**src/_unused_placeholder_removed.sv**
```systemverilog
// Intentionally empty companion; no design content.
`timescale 1ns/100ps
`default_nettype none
`default_nettype wire

```
**src/serial_port_pkg.sv**
```systemverilog
// Constants shared by the asynchronous serial port and its testbench.
//
// Contract
// - Bit rate is the baud timer overflow rate halved; overflow is clock/(256-reload).
// - A private receive timer copy is reloaded when a start edge appears.
// - Data writes go to transmit; data reads return the receive buffer only.
// - Control bit 7 picks the frame: 0 is 8-bit, 1 is 9-bit.
// - 8-bit frame: start, eight data bits LSB first, stop; ten bits.
// - In 8-bit mode an accepted byte copies its stop bit into bit 2.
// - Every data buffer write queues an outgoing character unless the transmit FIFO is full.
// - Transmit-done flag, bit 1, sets as the stop bit begins.
// - Characters are received only while receive enable, bit 4, is one.
// - 8-bit mode loads only if receive flag clear and, when filtering, stop high.
// - On overrun the first byte stays buffered; later characters are dropped.
// - 9-bit frame: start, eight data bits, programmable ninth, stop; eleven bits.
// - In 9-bit mode control bit 3 is sent as the ninth bit.
// - In 9-bit mode the ninth bit goes to bit 2; stop is ignored.
// - 9-bit mode loads only if receive flag clear and, when filtering, ninth high.
// - Receive-done flag, bit 0, sets when the stop bit is sampled and accepted.
// - Interrupt request is raised while either flag is set and enabled.
// - Hardware never clears the two flags; only a CPU write does.
// - Control bit 6 is unused, reads as one, ignores writes.

package serial_port_pkg;

  localparam int DATA_W = 8;
  localparam int FIFO_DEPTH = 16;

  localparam logic [7:0] CTRL_ADDR = 8'h98;
  localparam logic [7:0] DATA_ADDR = 8'h99;

  localparam int MODE_BIT = 7;
  localparam int UNUSED_BIT = 6;
  localparam int FILTER_BIT = 5;
  localparam int REN_BIT = 4;
  localparam int TB8_BIT = 3;
  localparam int RB8_BIT = 2;
  localparam int TI_BIT = 1;
  localparam int RI_BIT = 0;

  localparam logic [7:0] CTRL_RESET = 8'h40;
  localparam logic [7:0] DATA_RESET = 8'h00;
  localparam logic [7:0] UNMAPPED_READ = 8'h00;

  localparam logic [7:0] TIMER_TOP = 8'hff;
  localparam logic [7:0] TIMER_RESET = 8'h00;

  localparam logic [3:0] FRAME_LEN_8 = 4'ha;
  localparam logic [3:0] FRAME_LEN_9 = 4'hb;
  localparam logic [3:0] IDX_START = 4'h0;
  localparam logic [3:0] IDX_FIRST_DATA = 4'h1;
  localparam logic [3:0] IDX_LAST_DATA = 4'h8;
  localparam logic [3:0] IDX_NINTH = 4'h9;
  localparam logic [3:0] IDX_ONE = 4'h1;

  localparam logic [10:0] LINE_IDLE = 11'h7ff;

  typedef enum logic { RX_IDLE, RX_BUSY } rx_state_e;

endpackage

```
**src/tx_fifo.sv**
```systemverilog
// Synchronous FIFO with valid and ready on both sides.
`timescale 1ns/100ps
`default_nettype none

module tx_fifo #(
  parameter int WIDTH = 8,
  parameter int DEPTH = 16
) (
  input  wire logic             CLOCK,
  input  wire logic             RST,
  input  wire logic             CE,
  input  wire logic             in_valid,
  output logic                  in_ready,
  input  wire logic [WIDTH-1:0] in_data,
  output logic                  out_valid,
  input  wire logic             out_ready,
  output logic      [WIDTH-1:0] out_data
);

  localparam int PW = $clog2(DEPTH);
  localparam int CW = $clog2(DEPTH + 1);
  localparam logic [CW-1:0] FULL_COUNT = CW'(DEPTH);
  localparam logic [PW-1:0] LAST_SLOT = PW'(DEPTH - 1);

  logic [WIDTH-1:0] mem [DEPTH];
  logic [PW-1:0]    wr_ptr_reg;
  logic [PW-1:0]    rd_ptr_reg;
  logic [CW-1:0]    count_reg;
  wire              push;
  wire              pop;

  assign in_ready  = (count_reg != FULL_COUNT);
  assign out_valid = (count_reg != '0);
  assign out_data  = mem[rd_ptr_reg];
  assign push      = CE & in_valid & in_ready;
  assign pop       = CE & out_valid & out_ready;

  always_ff @(posedge CLOCK) begin
    if (push) begin
      mem[wr_ptr_reg] <= in_data;
    end
  end

  always_ff @(posedge CLOCK) begin
    if (RST) begin
      wr_ptr_reg <= '0;
      rd_ptr_reg <= '0;
      count_reg  <= '0;
    end else begin
      if (push) begin
        wr_ptr_reg <= (wr_ptr_reg == LAST_SLOT) ? '0 : wr_ptr_reg + 1'b1;
      end
      if (pop) begin
        rd_ptr_reg <= (rd_ptr_reg == LAST_SLOT) ? '0 : rd_ptr_reg + 1'b1;
      end
      if (push != pop) begin
        count_reg <= push ? count_reg + 1'b1 : count_reg - 1'b1;
      end
    end
  end

endmodule

`default_nettype wire

```
**src/serial_port.sv**
```systemverilog
// Full-duplex asynchronous serial port with 8-bit and 9-bit frames.
`timescale 1ns/100ps
`default_nettype none

module serial_port (
  input  wire logic                               CLOCK,
  input  wire logic                               RST,
  input  wire logic                               CE,
  input  wire logic [7:0]                         SFR_ADDR,
  input  wire logic                               SFR_WR,
  input  wire logic                               SFR_RD,
  input  wire logic [serial_port_pkg::DATA_W-1:0] SFR_WDATA,
  output logic      [serial_port_pkg::DATA_W-1:0] SFR_RDATA,
  input  wire logic                               TIMER_RUN,
  input  wire logic                               TIMER_TICK,
  input  wire logic [7:0]                         BAUD_RELOAD,
  input  wire logic                               SERIAL_IN,
  output logic                                    SERIAL_OUT,
  input  wire logic                               INT_ENABLE,
  output logic                                    INT_REQ,
  output logic                                    TX_READY
);

  import serial_port_pkg::*;

  // ----------------------------------------------------------------
  // Register decode
  // ----------------------------------------------------------------

  logic        mode_reg;
  logic        filter_reg;
  logic        ren_reg;
  logic        tb8_reg;
  logic        rb8_reg;
  logic        ti_reg;
  logic        ri_reg;
  logic [7:0]  rx_buf_reg;
  logic [7:0]  rdata_reg;

  wire         wr_ctrl = CE & SFR_WR & (SFR_ADDR == CTRL_ADDR);
  wire         wr_data = CE & SFR_WR & (SFR_ADDR == DATA_ADDR);
  wire         rd_ctrl = SFR_RD & (SFR_ADDR == CTRL_ADDR);
  wire         rd_data = SFR_RD & (SFR_ADDR == DATA_ADDR);
  wire  [7:0]  ctrl_view = {mode_reg, 1'b1, filter_reg, ren_reg,
                            tb8_reg, rb8_reg, ti_reg, ri_reg};
  wire  [7:0]  rdata_next = rd_ctrl ? ctrl_view :
                            rd_data ? rx_buf_reg : UNMAPPED_READ;
  wire  [3:0]  frame_len = mode_reg ? FRAME_LEN_9 : FRAME_LEN_8;
  wire  [3:0]  last_idx = frame_len - IDX_ONE;

  // ----------------------------------------------------------------
  // Transmit FIFO
  // ----------------------------------------------------------------

  logic        fifo_valid;
  logic        fifo_pop_ready;
  logic [7:0]  fifo_data;

  tx_fifo #(
    .WIDTH (DATA_W),
    .DEPTH (FIFO_DEPTH)
  ) u_tx_fifo (
    .CLOCK     (CLOCK),
    .RST       (RST),
    .CE        (CE),
    .in_valid  (wr_data),
    .in_ready  (TX_READY),
    .in_data   (SFR_WDATA),
    .out_valid (fifo_valid),
    .out_ready (fifo_pop_ready),
    .out_data  (fifo_data)
  );

  // ----------------------------------------------------------------
  // Baud timers
  // ----------------------------------------------------------------

  logic [7:0]  tx_cnt_reg;
  logic        tx_half_reg;
  logic [7:0]  rx_cnt_reg;
  logic        rx_half_reg;
  logic        rx_prev_reg;
  rx_state_e   rx_state_reg;

  wire         timer_step = TIMER_RUN & TIMER_TICK;
  wire         tx_ovf = timer_step & (tx_cnt_reg == TIMER_TOP);
  wire         tx_tick = tx_ovf & tx_half_reg;
  wire         start_edge = ren_reg & (rx_state_reg == RX_IDLE) &
                            rx_prev_reg & ~SERIAL_IN;
  wire         rx_ovf = timer_step & (rx_cnt_reg == TIMER_TOP) &
                        ~start_edge;
  wire         rx_sample = rx_ovf & ~rx_half_reg &
                           (rx_state_reg == RX_BUSY);

  always_ff @(posedge CLOCK) begin
    if (RST) begin
      tx_cnt_reg  <= TIMER_RESET;
      tx_half_reg <= 1'b0;
    end else if (CE && timer_step) begin
      tx_cnt_reg  <= tx_ovf ? BAUD_RELOAD : tx_cnt_reg + 1'b1;
      tx_half_reg <= tx_half_reg ^ tx_ovf;
    end
  end

  always_ff @(posedge CLOCK) begin
    if (RST) begin
      rx_cnt_reg  <= TIMER_RESET;
      rx_half_reg <= 1'b0;
    end else if (CE) begin
      if (start_edge) begin
        rx_cnt_reg  <= BAUD_RELOAD;
        rx_half_reg <= 1'b0;
      end else if (timer_step) begin
        rx_cnt_reg  <= rx_ovf ? BAUD_RELOAD : rx_cnt_reg + 1'b1;
        rx_half_reg <= rx_half_reg ^ rx_ovf;
      end
    end
  end

  // ----------------------------------------------------------------
  // Transmitter
  // ----------------------------------------------------------------

  logic        tx_busy_reg;
  logic [10:0] tx_shift_reg;
  logic [3:0]  tx_idx_reg;
  logic        tx_ninth_reg;

  wire         tx_load = tx_tick & ~tx_busy_reg & fifo_valid;
  wire         tx_ninth = mode_reg ? tb8_reg : 1'b1;
  wire  [3:0]  tx_idx_next = tx_idx_reg + IDX_ONE;
  wire         tx_shift = tx_tick & tx_busy_reg;
  wire         ti_set = tx_shift & (tx_idx_next == last_idx);

  assign fifo_pop_ready = tx_tick & ~tx_busy_reg;
  assign SERIAL_OUT = tx_shift_reg[0];

  always_ff @(posedge CLOCK) begin
    if (RST) begin
      tx_busy_reg  <= 1'b0;
      tx_shift_reg <= LINE_IDLE;
      tx_idx_reg   <= IDX_START;
      tx_ninth_reg <= 1'b1;
    end else if (CE) begin
      if (tx_load) begin
        tx_busy_reg  <= 1'b1;
        tx_shift_reg <= {1'b1, tx_ninth, fifo_data, 1'b0};
        tx_idx_reg   <= IDX_START;
        tx_ninth_reg <= tx_ninth;
      end else if (tx_shift) begin
        tx_shift_reg <= {1'b1, tx_shift_reg[10:1]};
        tx_idx_reg   <= tx_idx_next;
        // A mode change during the stop bit still ends the frame cleanly.
        tx_busy_reg  <= (tx_idx_next < frame_len);
      end
    end
  end

  // ----------------------------------------------------------------
  // Receiver
  // ----------------------------------------------------------------

  logic [3:0]  rx_idx_reg;
  logic [7:0]  rx_data_reg;
  logic        rx_ninth_reg;

  wire         rx_last = rx_sample & (rx_idx_reg == last_idx);
  wire         rx_false = rx_sample & (rx_idx_reg == IDX_START) & SERIAL_IN;
  wire         rx_bit9 = mode_reg ? rx_ninth_reg : SERIAL_IN;
  wire         rx_accept = rx_last & ~ri_reg &
                           (~filter_reg | rx_bit9);

  always_ff @(posedge CLOCK) begin
    if (RST) begin
      rx_state_reg <= RX_IDLE;
      rx_prev_reg  <= 1'b1;
      rx_idx_reg   <= IDX_START;
      rx_data_reg  <= DATA_RESET;
      rx_ninth_reg <= 1'b0;
    end else if (CE) begin
      rx_prev_reg <= SERIAL_IN;
      unique case (rx_state_reg)
        RX_IDLE: begin
          if (start_edge) begin
            rx_state_reg <= RX_BUSY;
            rx_idx_reg   <= IDX_START;
          end
        end
        RX_BUSY: begin
          if (!ren_reg || rx_false || rx_last) begin
            rx_state_reg <= RX_IDLE;
          end else if (rx_sample) begin
            rx_idx_reg <= rx_idx_reg + IDX_ONE;
            if (rx_idx_reg >= IDX_FIRST_DATA &&
                rx_idx_reg <= IDX_LAST_DATA) begin
              rx_data_reg <= {SERIAL_IN, rx_data_reg[7:1]};
            end
            if (rx_idx_reg == IDX_NINTH) begin
              rx_ninth_reg <= SERIAL_IN;
            end
          end
        end
      endcase
    end
  end

  // ----------------------------------------------------------------
  // Control register and data buffer
  // ----------------------------------------------------------------

  always_ff @(posedge CLOCK) begin
    if (RST) begin
      mode_reg   <= CTRL_RESET[MODE_BIT];
      filter_reg <= CTRL_RESET[FILTER_BIT];
      ren_reg    <= CTRL_RESET[REN_BIT];
      tb8_reg    <= CTRL_RESET[TB8_BIT];
      rb8_reg    <= CTRL_RESET[RB8_BIT];
      ti_reg     <= CTRL_RESET[TI_BIT];
      ri_reg     <= CTRL_RESET[RI_BIT];
      rx_buf_reg <= DATA_RESET;
      rdata_reg  <= UNMAPPED_READ;
    end else if (CE) begin
      if (wr_ctrl) begin
        mode_reg   <= SFR_WDATA[MODE_BIT];
        filter_reg <= SFR_WDATA[FILTER_BIT];
        ren_reg    <= SFR_WDATA[REN_BIT];
        tb8_reg    <= SFR_WDATA[TB8_BIT];
      end
      if (rx_accept) begin
        rb8_reg    <= rx_bit9;
        rx_buf_reg <= rx_data_reg;
      end else if (wr_ctrl) begin
        rb8_reg <= SFR_WDATA[RB8_BIT];
      end
      ti_reg <= ti_set | (wr_ctrl ? SFR_WDATA[TI_BIT] : ti_reg);
      ri_reg <= rx_accept | (wr_ctrl ? SFR_WDATA[RI_BIT] : ri_reg);
      if (SFR_RD) begin
        rdata_reg <= rdata_next;
      end
    end
  end

  assign SFR_RDATA = rdata_reg;
  assign INT_REQ = (ti_reg | ri_reg) & INT_ENABLE;
endmodule

`default_nettype wire

```
**config.mk**
```make
export PLATFORM = sky130hd
export DESIGN_NAME = serial_port
export DESIGN_NICKNAME = d
export VERILOG_FILES = /design/src/_unused_placeholder_removed.sv /design/src/serial_port_pkg.sv /design/src/tx_fifo.sv /design/src/serial_port.sv
export SDC_FILE = /design/constraint.sdc
export NUM_CORES = 1
export LEC_CHECK = 0
export BUFFER_PORTS_ARGS = -buffer_cell sky130_fd_sc_hd__buf_2
export CORE_UTILIZATION = 25
export CTS_CLUSTER_SIZE = 12
export DETAILED_ROUTE_END_ITERATION = 8
export PLACE_DENSITY = 0.49
export RECOVER_POWER = 100
export SLEW_MARGIN = 20
export SYNTH_ARGS = -nofsm -noshare
export SYNTH_HDL_FRONTEND = slang
export SYNTH_HIERARCHICAL = 1
export SYNTH_SLANG_ARGS = --single-unit
```
**constraint.sdc**
```tcl
create_clock -name CLOCK -period 7.85 [get_ports CLOCK]
set_input_delay 0.785 -clock CLOCK [delete_from_list [all_inputs] [get_ports CLOCK]]
set_output_delay 0.785 -clock CLOCK [all_outputs]
set_load 0.02 [all_outputs]
```
==> metrics list, run 1 <==
- Setup repair after global routing left no endpoint under its margin.
* Count of endpoints failing setup in the final report: 0
- Fin nets: 787
* Type of the worst setup path: primary input to flip-flop
* Wirelength, routed: around 22000 µm
- Headroom to the max-slew limit came out at -1.74.
- Measured along the x axis, the die boundary spans 196 µm.
* Worst R2R Path Depth: 9
- Syn_nets: 746
- Routed via count: 5756
- On the final layout, the worst hold slack is 0.454 ns.
- H-tree depth reported by CTS: 1
* Most numerous cell in the Yosys netlist: sky130_fd_sc_hd__edfxtp_1
* Yosys warning count: 6
- First-pass GRT wire length: 33900 µm
* Leading post-synthesis cells by instance count: 128 x sky130_fd_sc_hd__edfxtp_1, 88 x sky130_fd_sc_hd__dfxtp_1, 79 x sky130_fd_sc_hd__nor2_1, 40 x sky130_fd_sc_hd__mux4_2, 39 x sky130_fd_sc_hd__mux2i_1
* Number of antenna violations at the first check in global routing: 0
* Synth Flop Type: sky130_fd_sc_hd__edfxtp_1
- The min-delay analysis places its worst path in the category flip-flop to flip-flop.
- DRC violation count after routing: 0
- The die covers 0.0383 mm².
- Most area-consuming cells after synthesis: sky130_fd_sc_hd__edfxtp_1 41%, sky130_fd_sc_hd__dfxtp_1 19%, sky130_fd_sc_hd__mux4_2 9.6%
- Violated checks: max-capacitance violations, max-slew violations
* Achievable frequency: roughly 250 MHz
- For this configuration, the core starts out at a cell density of 0.255.
* Number of vias per cell after detailed routing: approximately 4.7
- Final critical-path required period: 4.02 ns
- Post-CTS Resized: 0
* Post-CTS Hold Fix Bufs: 0
- Start point of the worst hold path: SFR_RDATA[6]$_SDFFE_PP0P_
- MaxCap Viol Count: 1
* Number of rows created at floorplan: 70
- Num Clock Sinks: roughly 220
- The final number of hold-violating endpoints is 0.
- I/O pin total: between 40 and 50
- For the pin with the worst max-slew slack, the measured transition is 4.12 ns.
* Register-to-Register Setup Slack: 4.72 ns
* Max reg flops: ~130
- TritonCTS built the clock tree.
* Share of the yosys chip area belonging to registers: 0.598
- Run status: complete, but fails checks
* Number of storage elements in the synthesis netlist: 216
- STA classifies the critical path endpoint as a flip-flop.
- Worst Hold End: SFR_RDATA[6]$_SDFFE_PP0P_
- Synthesis handed over a netlist of 694 instances.
- GRT overflow: 0
- Relative to the synthesized area, the layout overhead comes to 15.2%.
- After filler insertion, the fill cell instance count of the layout stands at roughly 3700.
* Clock slew seen by the registers of the worst setup and hold paths: 0.06 ns
* Fraction of synthesized cell area taken by the top area cell type: 0.410
- Longest Clk Path Bufs: 3
* Maximum vdd drop: 0.000138 V
- Fraction of final layout cells sized beyond drive strength 1: 0.166
* Global router's overall resource usage: 0.115
- The worst setup path is launched from a primary input.
* Largest fanout of any net on the critical path: 86
- The congestion estimate from routability-driven global placement came to between 0.7 and 0.8.
- Average wire per standard cell: 17.7 µm
- Counting instances, the worst hold path has a depth of 2.
* Post-synthesis async set-or-reset flop share: 0
- Setup fix buffers added after clock tree synthesis: 0
* Port Buf Inserts: 43
* Clock root buffer: sky130_fd_sc_hd__clkbuf_16
* Count of inserted antenna diode cells: 0
- In this run the remaining antenna-violating nets after routing total 0.
- In this run the mean area of a mapped cell was 13.5 µm².
* Reg-to-Reg End: u_tx_fifo/count_reg[4]$_SDFFE_PP0P_
- The first routing iteration left 308 violations.
- Summed over all nets, the half-perimeter wirelength after detailed placement is 14000 µm.
- Dividing the final minimum period by the clock period gives 0.512.
- Post-synth EDFFs: approximately 130
- WP data required: 8.10 ns
- The first TritonRoute pass finished after 5 iterations.
- Summed over all failing endpoints, the final setup total negative slack is 0 ns.
* Area of the mapped netlist: 0.00937 mm²
* Pin count of the biggest net entering global routing: 87
- Total count of max-transition violations in the final report: 87
- Power per cell area: 217 mW/mm²
* Crit path DAT: 4.27 ns
- Cell leakage power: about 3.7 nW
* Distinct cell type count of the synthesized netlist: 76
- Worst-Skew Late Latency: around 0.54 ns
- Inserted Clock Buffers: 24
- Core Box Area: 0.0368 mm²
- Vias in the first global route: 5649
- From bottom edge to top edge, the die measures around 200 µm.
* Clock skew after layout: between 0.02 and 0.025 ns
* Library cell with the largest summed area after synthesis: sky130_fd_sc_hd__edfxtp_1
* RR Startpoint: u_tx_fifo/count_reg[0]$_SDFFE_PP0P_
[cell usage in the layout (no fill, tap or decap), types with 7 or more instances in the layout]
cell type and count:
sky130_fd_sc_hd__ha_1 18, sky130_fd_sc_hd__a211oi_1 7, sky130_fd_sc_hd__dfxtp_1 87, sky130_fd_sc_hd__nand3_1 23, sky130_fd_sc_hd__a21oi_1 36, sky130_fd_sc_hd__mux4_2 40
sky130_fd_sc_hd__buf_2 24, sky130_fd_sc_hd__clkbuf_16 24, sky130_fd_sc_hd__nand2_1 33, sky130_fd_sc_hd__a211o_1 9, sky130_fd_sc_hd__and3_1 8, sky130_fd_sc_hd__mux2i_1 39
sky130_fd_sc_hd__inv_1 13, sky130_fd_sc_hd__edfxtp_1 128, sky130_fd_sc_hd__o21ai_0 16, sky130_fd_sc_hd__clkbuf_1 24, sky130_fd_sc_hd__a2bb2oi_1 7, sky130_fd_sc_hd__nor2_1 79
sky130_fd_sc_hd__nor3_1 13
[critical path, cell delays in order]
cell and delay, ns:
sky130_fd_sc_hd__buf_2 0.07, sky130_fd_sc_hd__clkbuf_1 2.85, sky130_fd_sc_hd__nand4bb_1 0.40, sky130_fd_sc_hd__o31ai_1 0.09
[through the flow]
step                 util  setup WS [ns]  area (µm²)  std cells  power, W
floorplan               -           4.41        9370        694   0.00124
global placement    0.273           3.72       10000       1177   0.00128
detailed placement  0.273           3.59       10000       1177   0.00128
CTS                 0.294           4.16       10800       1217   0.00238
global route        0.293           3.41       10800       1217   0.00242
finish              0.293           3.83       10800       1217   0.00234
[per-layer routing]
layer  wire (µm)  up-vias  track usage
met2        9550      105        0.173
met5           0        -            0
met3         869       33       0.0174
met4         461        0       0.0341
met1       10600     2863        0.169
li1            -     2755            -
[how the worst max path moves through the flow]
stage / startpoint / to / slack (ns) / depth (start not counted)
final: RST / rb8_reg$_SDFFE_PP0P_ / 3.83 / 4
after global routing: RST / rb8_reg$_SDFFE_PP0P_ / 3.41 / 4
after CTS: SFR_ADDR[2] / u_tx_fifo/mem[2][4]$_DFFE_PP_ / 4.16 / 9
after detailed placement: SFR_ADDR[2] / u_tx_fifo/mem[2][7]$_DFFE_PP_ / 3.59 / 9
after global placement: SFR_ADDR[2] / u_tx_fifo/mem[1][5]$_DFFE_PP_ / 3.72 / 9
after floorplan: SFR_ADDR[2] / u_tx_fifo/count_reg[4]$_SDFFE_PP0P_ / 4.41 / 14
[kinds of logic (layout without fill, tap and decap cells)]
kind of cell               after synthesis  after routing  synth area share
DFF                                    216            216             0.598
muxes                                   79             79             0.138
adders and majority gates               19             19            0.0262
and+or+nand+nor                        202            202             0.112
buffers and inverters                   48            103            0.0234
AOI/OAI and AO/OA                      122            122            0.0946
xor gates and xnor gates                 8              8           0.00748
[layout make-up]
class	count	area, µm²	area share
Multi-Input combinational cell	430	3540	0.329
Tap cell	468	586	0.0543
Inverter	14	52.6	0.00487
Sequential cell	216	5610	0.520
Timing Repair Buffer	49	233	0.0216
Clock buffer	30	643	0.0596
Clock inverter	10	124	0.0115
[power breakdown]
part | internal, W | switching (W) | leakage [nW]
sequential | 0.00120 | 0.00000142 | 1.86
clock | 0.000646 | 0.000446 | 0.380
combinational | 0.0000107 | 0.0000375 | 1.44
total | 0.00186 | 0.000485 | 3.68
Power figures use the tool's default switching activity.
==> inputs of run 2 (changes only) <==
==> constraint.sdc (replaced) <==
create_clock -name CLOCK -period 4.2 [get_ports CLOCK]
set_input_delay 0.42 -clock CLOCK [delete_from_list [all_inputs] [get_ports CLOCK]]
set_output_delay 0.42 -clock CLOCK [all_outputs]
set_load 0.02 [all_outputs]
==> metrics list, run 2 (same netlist as run 1, synthesis figures left out) <==
- Average wire per standard cell: 17.2 µm (was 17.7 µm)
- Hold path depth: 3 (was 2)
- Port Buf Inserts: 43 (unchanged)
* RR Startpoint: rx_cnt_reg[0]$_SDFFE_PP0P_ (was u_tx_fifo/count_reg[0]$_SDFFE_PP0P_)
* Routed via count: 5782 (was 5756)
* I/O pin total: 44 (unchanged)
* Die Wd: 196 µm (unchanged)
- The static leakage power is 3.66 nW (was 3.68 nW).
* Max reg flops: 128 (unchanged)
- The clock transition at the registers of the reported paths is 0.06 ns (about the same).
- Hold slack final: 0.201 ns (was 0.454 ns)
- The final wirelength is 21200 µm (was 21500 µm).
- Achievable frequency: 298 MHz
- Worst hold path type: primary input to flip-flop (was flip-flop to flip-flop)
* Register-to-Register Setup Slack: 1.08 ns (was 4.72 ns)
- Worst Hold End: rx_cnt_reg[0]$_SDFFE_PP0P_ (was SFR_RDATA[6]$_SDFFE_PP0P_)
- Longest Clk Path Bufs: 3 (unchanged)
* Final Total Pwr: 0.00437 W (was 0.00234 W)
* Core Box Area: 0.0368 mm² (unchanged)
- Type of the worst setup path: primary input to flip-flop (unchanged)
- The slew of the pin with the lowest slew margin is 1.07 ns (was 4.12 ns).
* Start point of the worst hold path: BAUD_RELOAD[0] (was SFR_RDATA[6]$_SDFFE_PP0P_)
* Total placed cells including tap cells: 1186 (was 1177)
- Critical path endpoint category: flip-flop (unchanged)
* Inserted Clock Buffers: 24 (unchanged)
- Area of the die: 0.0383 mm² (unchanged)
- The final number of hold-violating endpoints came to 0 (unchanged).
- The worst vdd rail ir drop was 0.000259 V (was 0.000138 V).
- The detailed-routing iteration count for the pre-antenna-repair pass is 4 (was 5).
- Final Cycle Share: 0.800
- The total global routing overflow is 0 (unchanged).
* Area growth from synthesis to final layout: 15.4% (was 15.2%)
- First-pass GRT wire length: 33300 µm (was 33900 µm)
* Area occupied by multi-input gates: 0.00348 mm² (was 0.00354 mm²)
- Storage element area: 0.00561 mm² (unchanged)
* Reg-to-Reg End: rx_data_reg[0]$_SDFFE_PP0P_ (was u_tx_fifo/count_reg[4]$_SDFFE_PP0P_)
- WP data required: 4.59 ns (was 8.10 ns)
* Count of antenna-violating nets left after detailed routing: 0 (unchanged)
* Most common cell after layout, fill and taps aside: sky130_fd_sc_hd__edfxtp_1 (unchanged)
- Largest fanout of any net on the critical path: 19 (was 86)
- Number of antenna violations at the first check in global routing: 1 (was 0)
- The total of endpoints with negative setup slack in the final report came to 0 (unchanged).
- Run status: finished clean (was complete, but fails checks)
* Half-perimeter wire length after detailed placement: 13900 µm (was 14000 µm)
* Total count of max-transition violations in the final report: 0 (was 87)
- The path depth of the worst reg2reg path is 10 (was 9).
- Fraction of final layout cells sized beyond drive strength 1: 0.153 (was 0.166)
- The largest net degree at the start of global routing came to 51 (was 87).
* Num Clock Sinks: 216 (unchanged)
- The cell area power density was 404 mW/mm² (was 217 mW/mm²).
- The worst path in the final design needs a cycle of 3.36 ns, including I/O delays and setup.
- The data arrival time at the worst-slack endpoint was 3.75 ns (was 4.27 ns).
- The height of the die is 196 µm (unchanged).
- The post-CTS resize count came to 0 (unchanged).
- Number of vias per cell after detailed routing: 4.70 (was 4.73)
* Fin nets: 797 (was 787)
- Setup fix buffers added after clock tree synthesis: 0 (unchanged)
- The TritonCTS clock tree was built (unchanged).
- The max-cap violation count was 0 (was 1).
- Number of DRC markers after the initial detailed-route iteration: 391 (was 308)
- The number of global-route vias before repair is 5657 (was 5649).
- The deepest level of the CTS H-tree is 1 (unchanged).
- Unrepaired setup endpoints after global routing: false (unchanged).
- The overall global routing resource usage came to 0.112 (was 0.115).
- The count of standard-cell rows is 70 (unchanged).
* Post-CTS Hold Fix Bufs: 0 (unchanged)
- The normalized max-slew margin was 0.287 (was -1.74).
- The worst-skew pair later-pin latency came to 0.53 ns (was 0.54 ns).
- The CTS root buffer is sky130_fd_sc_hd__clkbuf_16 (unchanged).
- Starting Density: 0.255 (unchanged)
* Fill cell count: 3758 (was 3717)
- The type of origin of the critical path was a primary input (unchanged).
- Leading cell types in the layout, fill and taps excluded: 128 x sky130_fd_sc_hd__edfxtp_1, 87 x sky130_fd_sc_hd__dfxtp_1, 81 x sky130_fd_sc_hd__nor2_1 (was 128 x sky130_fd_sc_hd__edfxtp_1, 87 x sky130_fd_sc_hd__dfxtp_1, 79 x sky130_fd_sc_hd__nor2_1).
- The final clock skew is 0.0178 ns (was 0.0241 ns).
- DRC violation count after routing: 0 (unchanged)
- Non-filler cells, final: 1231 (was 1217)
- The last weighted congestion value of the routability-driven placer came to 0.785 (was 0.771).
- The setup TNS came to 0 ns (unchanged).
- The number of antenna cells inserted is 0 (unchanged).
==> run 2: how the worst max path moves through the flow <==
stage,from,cells after the start,slack [ns],end
2_1_floorplan,SFR_ADDR[2],14,1.13,u_tx_fifo/count_reg[4]$_SDFFE_PP0P_
3_3_place_gp,SFR_ADDR[2],15,1.06,u_tx_fifo/count_reg[4]$_SDFFE_PP0P_
3_5_place_dp,SFR_ADDR[2],15,0.98,u_tx_fifo/count_reg[4]$_SDFFE_PP0P_
4_1_cts,rx_cnt_reg[0]$_SDFFE_PP0P_,10,1.37,rx_buf_reg[4]$_SDFFE_PP0P_
5_1_grt,CE,12,0.57,u_tx_fifo/count_reg[4]$_SDFFE_PP0P_
6_report,CE,12,0.84,u_tx_fifo/count_reg[4]$_SDFFE_PP0P_
==> run 2: routing by layer <==
layer	global-route usage	wire, µm	part of all wire	vias up
met5	0	0	0	-
met4	0.0277	314	0.015	0
met3	0.0197	767	0.036	19
met2	0.170	9550	0.45	96
met1	0.164	10600	0.50	2897
li1	-	-	-	2770
==> run 2: power by group <==
part	total (W)	internal, W	switching (W)
combinational	0.0000910	0.0000236	0.0000674
clock	0.00203	0.00119	0.000846
sequential	0.00225	0.00224	0.00000267
total	0.00437	0.00345	0.000916
==> run 2: cell type report <==
cell class,instances,share of cell area
Tap cell,468,0.0542
Inverter,14,0.00486
Sequential cell,216,0.519
Clock buffer,36,0.0626
Timing Repair Buffer,59,0.0293
Clock inverter,8,0.00857
Multi-Input combinational cell,430,0.322
==> run 2: stage by stage <==
stage | util | setup WS, ns | instance area, µm²
2_1_floorplan | - | 1.13 | 9370
3_3_place_gp | 0.275 | 1.06 | 10100
3_5_place_dp | 0.275 | 0.984 | 10100
4_1_cts | 0.296 | 1.37 | 10900
5_1_grt | 0.294 | 0.567 | 10800
6_report | 0.294 | 0.839 | 10800
==> run 2: critical path, stage by stage <==
cell and delay, ns:
sky130_fd_sc_hd__clkbuf_1 0.30, sky130_fd_sc_hd__clkbuf_1 0.84, sky130_fd_sc_hd__nand2_1 0.12, sky130_fd_sc_hd__a21oi_1 0.17
sky130_fd_sc_hd__clkbuf_1 0.44, sky130_fd_sc_hd__inv_1 0.21, sky130_fd_sc_hd__fa_1 0.44, sky130_fd_sc_hd__a21o_1 0.17
sky130_fd_sc_hd__a21o_1 0.17, sky130_fd_sc_hd__nor3_1 0.19, sky130_fd_sc_hd__o21ai_0 0.12, sky130_fd_sc_hd__nor3b_1 0.14
